`config.mk`:
```
export PLATFORM = sky130hd
export DESIGN_NAME = bit_skip_exec
export DESIGN_NICKNAME = d
export VERILOG_FILES = /design/src/verilog/bit_skip_pkg.sv /design/src/verilog/q_phase_gen.sv /design/src/verilog/bit_skip_exec.sv
export SDC_FILE = /design/constraint.sdc
export NUM_CORES = 1
export LEC_CHECK = 0
export BUFFER_PORTS_ARGS = -buffer_cell sky130_fd_sc_hd__buf_4
export CORE_MARGIN = 4
export CORE_UTILIZATION = 45
export DETAILED_ROUTE_END_ITERATION = 10
export PLACE_DENSITY = 0.79
export SLEW_MARGIN = 20
export SYNTH_ARGS = -nofsm -noshare
export SYNTH_HDL_FRONTEND = slang
export SYNTH_SLANG_ARGS = --single-unit
```
`constraint.sdc`:
```
create_clock -name clk -period 2.3 [get_ports clk]
set_input_delay 0.46 -clock clk [delete_from_list [all_inputs] [get_ports clk]]
set_output_delay 0.46 -clock clk [all_outputs]
set_load 0.05 [all_outputs]
```
`src/verilog/bit_skip_pkg.sv`:
```
package bit_skip_pkg;

  // Address widths
  localparam int BANK_W = 4;
  localparam int ADDR_W = BANK_W + 8;

  // Opcode values in the top four bits
  localparam logic [3:0] OPC_SKIP_SET = 4'hA;
  localparam logic [3:0] OPC_SKIP_CLR = 4'hB;

  // Field positions within the instruction word
  localparam int OPC_MSB = 15;
  localparam int OPC_LSB = 12;
  localparam int BIT_MSB = 11;
  localparam int BIT_LSB = 9;
  localparam int BANK_SEL_POS = 8;
  localparam int FADDR_MSB = 7;

  // Access bank split and literal offset window
  localparam logic [7:0] LIT_OFFSET_MAX = 8'h5F;
  localparam logic [BANK_W-1:0] ACCESS_LO_BANK = 4'h0;
  localparam logic [BANK_W-1:0] ACCESS_HI_BANK = 4'hF;

  // Phase positions in the one-hot phase vector
  localparam int PH_Q1 = 0;
  localparam int PH_Q2 = 1;
  localparam int PH_Q3 = 2;
  localparam int PH_Q4 = 3;
  localparam int PHASES = 4;
  localparam logic [PHASES-1:0] PHASE_RESET = 4'h1;

  // Skipped instruction length limits, in words
  localparam logic [1:0] MIN_SKIP_WORDS = 2'h1;

  typedef enum logic [2:0] {
    ST_READY = 3'b001,
    ST_TEST  = 3'b010,
    ST_IDLE  = 3'b100
  } seq_state_t;

  typedef struct packed {
    logic [3:0] opcode;
    logic [2:0] bit_idx;
    logic bank_sel;
    logic [7:0] faddr;
  } instr_fields_t;

  typedef struct packed {
    logic indexed;
    logic [ADDR_W-1:0] addr;
  } file_req_t;

endpackage

```
`src/verilog/q_phase_gen.sv`:
```
module q_phase_gen (
  // Clock and reset
  input wire logic clk,
  input wire logic arst_n,
  // One-hot phase, bit 0 is the first phase
  output logic [bit_skip_pkg::PHASES-1:0] phase
);
  import bit_skip_pkg::*;

  logic [PHASES-1:0] phase_ff;

  always_ff @(posedge clk or negedge arst_n) begin
    if (!arst_n) begin
      phase_ff <= PHASE_RESET;
    end else begin
      phase_ff <= {phase_ff[PHASES-2:0], phase_ff[PHASES-1]};
    end
  end

  assign phase = phase_ff;

endmodule

```
`src/verilog/bit_skip_exec.sv`:
```
// Summary of operation
// - Top nibble 1010 with bit, bank and address fields means skip-when-set.
// - Skip-when-set skips next instruction only if tested bit is 1.
// - Taken skip flushes the prefetched word and runs an idle cycle.
// - Skip over two or three words lasts three or four cycles.
// - Bank bit 0 selects access bank; 1 uses the bank pointer.
// - First cycle decodes, reads, processes, no write; idle cycles do nothing.
// - Skip over a three-word instruction adds three full idle cycles.
// - Top nibble 1011 with the same fields means skip-when-clear.
// - Skip-when-clear skips only if tested bit is 0, same idling.
// - Extended set, bank bit 0, address up to 95 uses indexed mode.
module bit_skip_exec (
  // Clock and reset
  input wire logic clk,
  input wire logic arst_n,
  // Instruction presented in the first phase
  input wire logic instr_valid,
  input wire bit_skip_pkg::instr_fields_t instr_word,
  input wire logic ext_set_en,
  input wire logic [bit_skip_pkg::BANK_W-1:0] bank_pointer_register,
  // File register read port
  output logic file_rd_en,
  output bit_skip_pkg::file_req_t file_req,
  input wire logic [7:0] file_rd_data,
  // Pipeline control
  input wire logic [1:0] next_words,
  output logic flush_prefetch,
  output logic nop_cycle,
  output logic busy,
  output logic skip_taken,
  output logic exec_done,
  output logic [bit_skip_pkg::PHASES-1:0] phase
);
  import bit_skip_pkg::*;

  seq_state_t state_ff;
  seq_state_t nxt_state;
  instr_fields_t fields_ff;
  file_req_t req_ff;
  file_req_t nxt_req;
  logic is_clr_ff;
  logic skip_ff;
  logic [1:0] words_ff;
  logic [1:0] idle_left_ff;
  logic [1:0] nxt_words;
  logic op_hit;
  logic take_instr;
  logic sel_bit;
  logic last_idle;

  ////////////////////////////////////////////////////////////////////////////
  // Phase generator

  q_phase_gen u_phase (
    .clk(clk),
    .arst_n(arst_n),
    .phase(phase)
  );

  ////////////////////////////////////////////////////////////////////////////
  // Decode and address formation

  assign op_hit = (instr_word.opcode == OPC_SKIP_SET) ||
                  (instr_word.opcode == OPC_SKIP_CLR);
  assign take_instr = (state_ff == ST_READY) && phase[PH_Q1] &&
                      instr_valid && op_hit;

  always_comb begin
    nxt_req.indexed = 1'b0;
    nxt_req.addr = {bank_pointer_register, instr_word.faddr};
    if (!instr_word.bank_sel) begin
      if (instr_word.faddr <= LIT_OFFSET_MAX) begin
        // Indexed mode passes the raw offset; base is added downstream
        nxt_req.indexed = ext_set_en;
        nxt_req.addr = {ACCESS_LO_BANK, instr_word.faddr};
      end else begin
        nxt_req.addr = {ACCESS_HI_BANK, instr_word.faddr};
      end
    end
  end

  always_ff @(posedge clk or negedge arst_n) begin
    if (!arst_n) begin
      fields_ff <= '0;
      req_ff <= '0;
      is_clr_ff <= 1'b0;
    end else if (take_instr) begin
      fields_ff <= instr_word;
      req_ff <= nxt_req;
      is_clr_ff <= (instr_word.opcode == OPC_SKIP_CLR);
    end
  end

  ////////////////////////////////////////////////////////////////////////////
  // Skip decision

  assign sel_bit = file_rd_data[fields_ff.bit_idx];

  always_ff @(posedge clk or negedge arst_n) begin
    if (!arst_n) begin
      skip_ff <= 1'b0;
    end else if (take_instr) begin
      skip_ff <= 1'b0;
    end else if ((state_ff == ST_TEST) && phase[PH_Q2]) begin
      // Sampled in the second phase so flush is ready well before Q4
      skip_ff <= sel_bit ^ is_clr_ff;
    end
  end

  ////////////////////////////////////////////////////////////////////////////
  // Sequencer

  // A length of zero cannot occur; treat it as one word to stay safe
  assign nxt_words = (next_words == 2'h0) ? MIN_SKIP_WORDS : next_words;
  assign last_idle = (idle_left_ff == 2'h1);

  always_comb begin
    nxt_state = state_ff;
    case (state_ff)
      ST_READY: begin
        if (take_instr) begin
          nxt_state = ST_TEST;
        end
      end
      ST_TEST: begin
        if (phase[PH_Q4]) begin
          nxt_state = skip_ff ? ST_IDLE : ST_READY;
        end
      end
      ST_IDLE: begin
        if (phase[PH_Q4] && last_idle) begin
          nxt_state = ST_READY;
        end
      end
      default: begin
        nxt_state = ST_READY;
      end
    endcase
  end

  always_ff @(posedge clk or negedge arst_n) begin
    if (!arst_n) begin
      state_ff <= ST_READY;
    end else begin
      state_ff <= nxt_state;
    end
  end

  always_ff @(posedge clk or negedge arst_n) begin
    if (!arst_n) begin
      words_ff <= MIN_SKIP_WORDS;
      idle_left_ff <= 2'h0;
    end else if ((state_ff == ST_TEST) && phase[PH_Q4] && skip_ff) begin
      words_ff <= nxt_words;
      idle_left_ff <= nxt_words;
    end else if ((state_ff == ST_IDLE) && phase[PH_Q4]) begin
      idle_left_ff <= idle_left_ff - 2'h1;
    end
  end

  ////////////////////////////////////////////////////////////////////////////
  // Outputs

  // No write strobe exists: register and flags stay untouched
  assign file_rd_en = (state_ff == ST_TEST) && phase[PH_Q2];
  assign file_req = req_ff;
  assign flush_prefetch = (state_ff == ST_TEST) && phase[PH_Q4] &&
                          skip_ff;
  assign nop_cycle = (state_ff == ST_IDLE);
  assign busy = (state_ff != ST_READY);
  assign skip_taken = skip_ff;
  assign exec_done = phase[PH_Q4] &&
                     (((state_ff == ST_TEST) && !skip_ff) ||
                      ((state_ff == ST_IDLE) && last_idle));

  ////////////////////////////////////////////////////////////////////////////
  // Checks

  logic [3:0] nop_len_ff;

  always_ff @(posedge clk or negedge arst_n) begin
    if (!arst_n) begin
      nop_len_ff <= 4'h0;
    end else if (nop_cycle) begin
      nop_len_ff <= nop_len_ff + 4'h1;
    end else begin
      nop_len_ff <= 4'h0;
    end
  end
endmodule

```
==> results.cfg, run 1 <==
[clock_network]
max-clock-path-buffers = 2
cts_tree = yes
clk_pin_slew_worst_paths_ns = 0.14
postCtsSetupBuffers = 0
clk-insertion-delay-late_ns = 0.32
holdBufCountCts = 0
cts.sinks = 27
cts_max_level = 1
cts_resized = 0
cts_root_buffer = clkbuf_4
numCtsBuffers = 3

[critical_path]
critPathRequiredTime_ns = 2.54
rr_worst_depth = 3
critPathCaptureType = flop
r2r_end = file_req[8]$_DFFE_PN0P_
rrSetupSlack_ns = 0.15
reg2reg_from = state_ff[0]$_DFFE_PN1P_
arrival_ns = 2.39
worst-setup-path-type = reg -> reg
critical_path_peak_fanout = 23
worst_setup_path_start_kind = flop

[drt]
vias = 1112
wl_per_cell_um = 14.2
wl_mm = 3.03
antenna_left = 0
post_drt_via_cell_ratio = 5.22
dr.pass1.iters = 4
route.detailed.drc = 0
drt_iter0_markers = 34

[logic_synthesis]
netlist_instances = 125
ys_seq_area_share_pct = 55.9
synth_xor_xnor_area_share_pct = 0
synth_mux_area_share_pct = 4.64
yosys_warnings = 0
avgSynthCellArea_sq_um = 9.71
synth_compound_area_share_pct = 8.66
syn_nets = 160
syn_area_sq_um = 1210
synth_top_family_by_area = simple AND/OR/NAND/NOR gates
synthSimpleGateAreaFrac_pct = 25.9
synth-seq-cells = 27
synth_cell_type_count = 30
synth_fa_ha_area_share_pct = 1.03

[global_routing]
grt_pass1_wl_mm = 4.88
antenna_found_initial = 0
grtUsageTotal_pct = 18.1
grt_pass1_vias = 1099
overflow = 0
grt_max_degree = 28

[layout]
final_cell_mix = buf_4, nand2_1, dfrtp_1, inv_1, nor2b_1
layout_commonest_cell = buf_4
final_area_sq_um = 1690
synthToLayoutAreaGrowth_pct = 39.6
antenna_cells = 0
layout-drive-gt1-share_pct = 37.7
final_nets = 219
fillCellCount = 209

[power_and_ir_drop]
p_sw_mw = 0.158
p_int_mw = 0.581
p_clk_share_pct = 27.3
seq_power_share_pct = 64.3
power.share.combinational_pct = 8.4
power.leakage_nw = 0.905
swShare_pct = 21.4
ir_worst_vdd_v = 0.000338
power_density_nw_per_um2 = 436

[placement]
hpwl_mm = 2.34
portBuffers = 56
placed_area_sq_um = 1670
gp_congestion = 0.834

[sta]
slew_headroom_pct = 53.1
setup_viol = 0
period_needed_ns = 2.15
fmax_mhz = 465
drv_slew = 0
post-route-period-util_pct = 93.5
worst_pin_slew_ns = 0.703
hold_violations = 0
fin_tns_setup_ns = 0
grt_setup_unrepaired = no
fin_skew_ns = 0.00313

[floorplan]
fp.dieArea_sq_um = 3590
die_x_um = 59.9
initial_core_util_pct = 48.1
fp.dieH_um = 59.9
rows = 18
core_area_sq_um = 2520
io_pins = 57

[job]
cap_violations = 0

[hold_path]
hp-class = in -> async

[outcome]
status = completed
==> logic make-up after synthesis <==
kind of cell | Yosys count
adders and majority gates | 1
DFF | 27
and+or+nand+nor | 68
muxes | 3
buffers and inverters | 10
AOI/OAI and AO/OA | 16
==> final cells by class <==
| type | instances | area [sq um] | area share [%] |
|---|---|---|---|
| tap | 30 | 37.5 | 2.22 |
| inverter | 6 | 22.5 | 1.33 |
| clock buffer | 3 | 22.5 | 1.33 |
| timing repair buffer | 58 | 435 | 25.7 |
| sequential | 27 | 678 | 40.0 |
| multi-input combinational | 88 | 493 | 29.1 |
| clock inverter | 1 | 5.00 | 0.295 |
==> critical path: stages (launching register included) <==
cell	delay (ns)
dfstp_2	0.61
or3b_1	0.42
or3_1	0.68
o31ai_1	0.35
==> synth_stat cells, drive strengths merged <==
library cell	n	area (sq um)
o22a	1	8.76
clkbuf	1	3.75
or3	1	6.26
o22ai	1	6.26
nor2b	6	37.5
a22oi	2	15.0
a211oi	1	7.51
buf	3	21.3
mux4	2	45.0
a21boi	1	7.51
nand2	44	165
dfrtp	25	626
and3	1	6.26
nand4	1	6.26
or3b	1	8.76
and3b	1	8.76
inv	6	22.5
nand2b	1	6.26
nand3	2	10.0
nor2	3	11.3
a21oi	2	10.0
nor3	4	20.0
and4bb	1	12.5
o31ai	4	30.0
dfstp	2	52.6
mux2	1	11.3
ha	1	12.5
o21ai	4	20.0
nor3b	2	15.0
==> registers in the layout, summed over array words and instances (netlist names) <==
signal / cells
u_phase.phase: 4
state_ff: 3
skip_taken: 1
idle_left_ff: 2
is_clr_ff: 1
fields_ff: 3
file_req: 13
==> worst max path at each step <==
stage	startpoint	end	slack (ns)
3_5_place_dp	state_ff[0]$_DFFE_PN1P_	file_req[8]$_DFFE_PN0P_	0.18
3_3_place_gp	state_ff[0]$_DFFE_PN1P_	file_req[9]$_DFFE_PN0P_	0.28
5_1_grt	state_ff[0]$_DFFE_PN1P_	file_req[10]$_DFFE_PN0P_	0.03
2_1_floorplan	u_phase.phase[3]$_DFF_PN0_	exec_done	-0.13
6_report	state_ff[0]$_DFFE_PN1P_	file_req[8]$_DFFE_PN0P_	0.15
4_1_cts	state_ff[0]$_DFFE_PN1P_	file_req[10]$_DFFE_PN0P_	0.14
==> routing by layer <==
| layer | GRT usage (%) | vias to the layer above | routed length (um) |
|---|---|---|---|
| met1 | 22.8 | 510 | 1190 |
| met2 | 31.3 | 66 | 1490 |
| met5 | 0 | - | 0 |
| met3 | 3.89 | 5 | 312 |
| li1 | - | 531 | - |
| met4 | 5.06 | 0 | 31 |
==> through the flow <==
stage | instances | utilization, % | total power, mW | hold slack, ns | setup slack, ns
2_1_floorplan | 125 | - | 0.492 | 0.164 | -0.134
3_3_place_gp | 209 | 66.1 | 0.545 | 0.362 | 0.284
3_5_place_dp | 209 | 66.1 | 0.547 | 0.377 | 0.177
4_1_cts | 213 | 67.2 | 0.749 | 0.0158 | 0.144
5_1_grt | 213 | 67.2 | 0.775 | 0.0173 | 0.0341
6_report | 213 | 67.2 | 0.739 | 0.0153 | 0.149
==> power groups by stage <==
stage / sequential [mW] / clock [mW] / combinational [mW]
after CTS: 0.475 / 0.211 / 0.0633
after detailed placement: 0.484 / 0 / 0.0628
after global placement: 0.484 / 0 / 0.0614
final: 0.475 / 0.202 / 0.0623
after floorplan: 0.484 / 0 / 0.00816
after global routing: 0.475 / 0.231 / 0.0684
Power figures use the tool's default switching activity.
==> run 2, diff against run 1 <==
--- a/config.mk
+++ b/config.mk
@@ -6,7 +6,8 @@
 export NUM_CORES = 1
 export LEC_CHECK = 0
+export ABC_AREA = 1
 export BUFFER_PORTS_ARGS = -buffer_cell sky130_fd_sc_hd__buf_4
 export CORE_MARGIN = 4
-export CORE_UTILIZATION = 45
+export CORE_UTILIZATION = 46
 export DETAILED_ROUTE_END_ITERATION = 10
 export PLACE_DENSITY = 0.79
==> constraint.sdc (replaced) <==
create_clock -name clk -period 2.3 [get_ports clk]
set_input_delay 0.345 -clock clk [delete_from_list [all_inputs] [get_ports clk]]
set_output_delay 0.345 -clock clk [all_outputs]
set_load 0.05 [all_outputs]
==> run 2 against run 1 <==
Area after synthesis grew 4.4%. Clock skew grew 0.0085 ns. Non-clock buffer count shrank 1. First-iteration DRC count shrank 59%. Via count grew 5.5%. Setup slack gained 0.29 ns. Power grew 0.32%. Cell count grew 14%. Clock power shrank 2%. Register-to-register slack gained 0.63 ns. Critical path depth grew 3. Flip-flop and latch count is the same.
==> results.cfg, run 2 <==
[global_routing]
grt_use_met2_pct = 30.9
grt.busiest_layer = met2
met1_usage_pct = 19.9
grt_pass1_wl_mm = 4.71
grt_pass1_vias = 1148
grtUsageMet3_pct = 3.40
antenna_found_initial = 0
grtUsageTotal_pct = 17.1
grt_max_degree = 28
overflow = 0

[clock_network]
clk-insertion-delay-late_ns = 0.32
max-clock-path-buffers = 2
cts.sinks = 27
cts_tree = yes
cts_resized = 0
cts_max_level = 1
clk_pin_slew_worst_paths_ns = 0.14
numCtsBuffers = 3
cts_root_buffer = clkbuf_4

[layout]
layout-drive-gt1-share_pct = 33.5
fillCellCount = 211
final_cell_mix = buf_4, nand2_1, inv_1, dfrtp_1, o21ai_0
synthToLayoutAreaGrowth_pct = 37.6
layout_commonest_cell = buf_4
final_nets = 248
antenna_cells = 0
ff_latch_area_sq_um = 678
multiInputGateArea_sq_um = 465
largest_reg_flops = 13

[sta]
period_needed_ns = 1.86
drv_slew = 0
fin_tns_setup_ns = 0
post-route-period-util_pct = 80.9
setup_viol = 0
fmax_mhz = 538
grt_setup_unrepaired = no
slew_headroom_pct = 77.6
fin_skew_ns = 0.0117
worst_pin_slew_ns = 0.336
hold_violations = 0
fin_hold_ws_ns = 0.208

[drt]
antenna_left = 0
drt_iter0_markers = 14
post_drt_via_cell_ratio = 4.85
route.detailed.drc = 0
wl_per_cell_um = 11.4
dr.pass1.iters = 4
wl_mm = 2.76
vias = 1173

[power_and_ir_drop]
power_density_nw_per_um2 = 425
power.leakage_nw = 0.980
ir_worst_vdd_v = 0.000386

[critical_path]
worst-setup-path-type = reg -> out
worst_setup_path_start_kind = flop
arrival_ns = 1.52
slowest_stage = dfstp_2
cp_cell_sequence = nor2_1, nand2_1, nor2_2, nand2_2, inv_1, buf_4
critPathRequiredTime_ns = 1.96
critical_path_peak_fanout = 8
critPathCaptureType = output port
cpPeakStageDelay_ns = 0.59
timing.critical_path.buf_inv = 2
path_delay_family = flip-flops

[logic_synthesis]
yosys.area.top_type = dfrtp_1
yosysTopAreaCellShare_pct = 49.4
async_reset_ff_share_pct = 100
yosys-top-cells-count = nand2_1, dfrtp_1, inv_1
avgSynthCellArea_sq_um = 8.23
ys_seq_area_share_pct = 53.5
syn_nets = 189
netlist_instances = 154
syn_area_sq_um = 1270
yosysMostFrequentCell = nand2_1
synthFlopType = dfrtp_1
yosys_warnings = 0
synth-seq-cells = 27
synth_cell_type_count = 23
synth_area_leaders = dfrtp_1, nand2_1, inv_1
synth_edf_count = 0

[floorplan]
io_pins = 57
die_x_um = 60.5
rows = 18
initial_core_util_pct = 49.8
core_area_sq_um = 2540
fp.dieArea_sq_um = 3660
fp.dieH_um = 60.5

[job]
cap_violations = 0

[placement]
hpwl_mm = 2.24
portBuffers = 56
gp_congestion = 0.786

[hold_path]
hp-class = in -> reg

[outcome]
status = completed
==> run 2: through the flow <==
step	total power, mW	utilization (%)	instances	instance area (sq um)	setup slack, ns
2_1_floorplan	0.498	-	154	1270	0.224
3_3_place_gp	0.551	67.1	237	1710	0.828
3_5_place_dp	0.553	67.1	237	1710	0.785
4_1_cts	0.750	68.5	242	1740	0.428
5_1_grt	0.783	68.5	242	1740	0.322
6_report	0.741	68.5	242	1740	0.440
==> run 2: kinds of logic (layout without fill, tap and decap cells) <==
kind of cell,after synthesis,in the layout,share of synthesized area [%]
and+or+nand+nor,72,72,25.2
buffers and inverters,31,89,10.3
DFF,27,27,53.5
AOI/OAI and AO/OA,23,23,10.1
adders and majority gates,1,1,0.987
==> run 2: worst paths after layout <==
path	start	to	slack, ns	cells past startpoint
worst max register to register	state_ff[0]$_DFFE_PN1P_	file_req[11]$_DFFE_PN0P_	0.78	6
max in group asynchronous	arst_n	u_phase.phase[0]$_DFF_PN1_	1.56	2
worst min-delay path	instr_word[1]	file_req[1]$_DFFE_PN0P_	0.21	3
min in group asynchronous	arst_n	state_ff[1]$_DFFE_PN0P_	0.45	2
worst max-delay path	state_ff[0]$_DFFE_PN1P_	flush_prefetch	0.44	6
worst min register to register	u_phase.phase[2]$_DFF_PN0_	u_phase.phase[3]$_DFF_PN0_	0.41	0
==> run 2: final cells by class <==
class,count,area share [%]
Multi-Input combinational cell,96,26.7
Tap cell,30,2.15
Timing Repair Buffer,57,24.7
Inverter,28,6.10
Sequential cell,27,38.9
Clock buffer,4,1.51
==> run 2: metal layers <==
| layer | wire (um) | part of all wire (%) | vias to the layer above |
|---|---|---|---|
| li1 | - | - | 596 |
| met1 | 1150 | 42 | 536 |
| met2 | 1390 | 50 | 39 |
| met3 | 201 | 7.3 | 2 |
| met4 | 19 | 0.69 | 0 |
| met5 | 0 | 0 | - |
==> run 2: timing repair <==
action / 4_1_cts / 5_1_grt
setup buffers: 0 / 0
endpoints found under the hold margin: 25 / 0
hold buffers: 1 / 0
==> run 2: tightest hold or removal path: cells and delay by family <==
family	cells	cell delay [ns]
buffers and inverters	1	0.07
and+or+nand+nor	2	0.09
==> run 2: report_power, final <==
part | total (mW) | switching, mW | leakage (nW) | internal (mW)
clock | 0.197 | 0.130 | 0.0150 | 0.0677
combinational | 0.0689 | 0.0273 | 0.621 | 0.0417
sequential | 0.475 | 0 | 0.344 | 0.475
total | 0.741 | 0.157 | 0.980 | 0.584
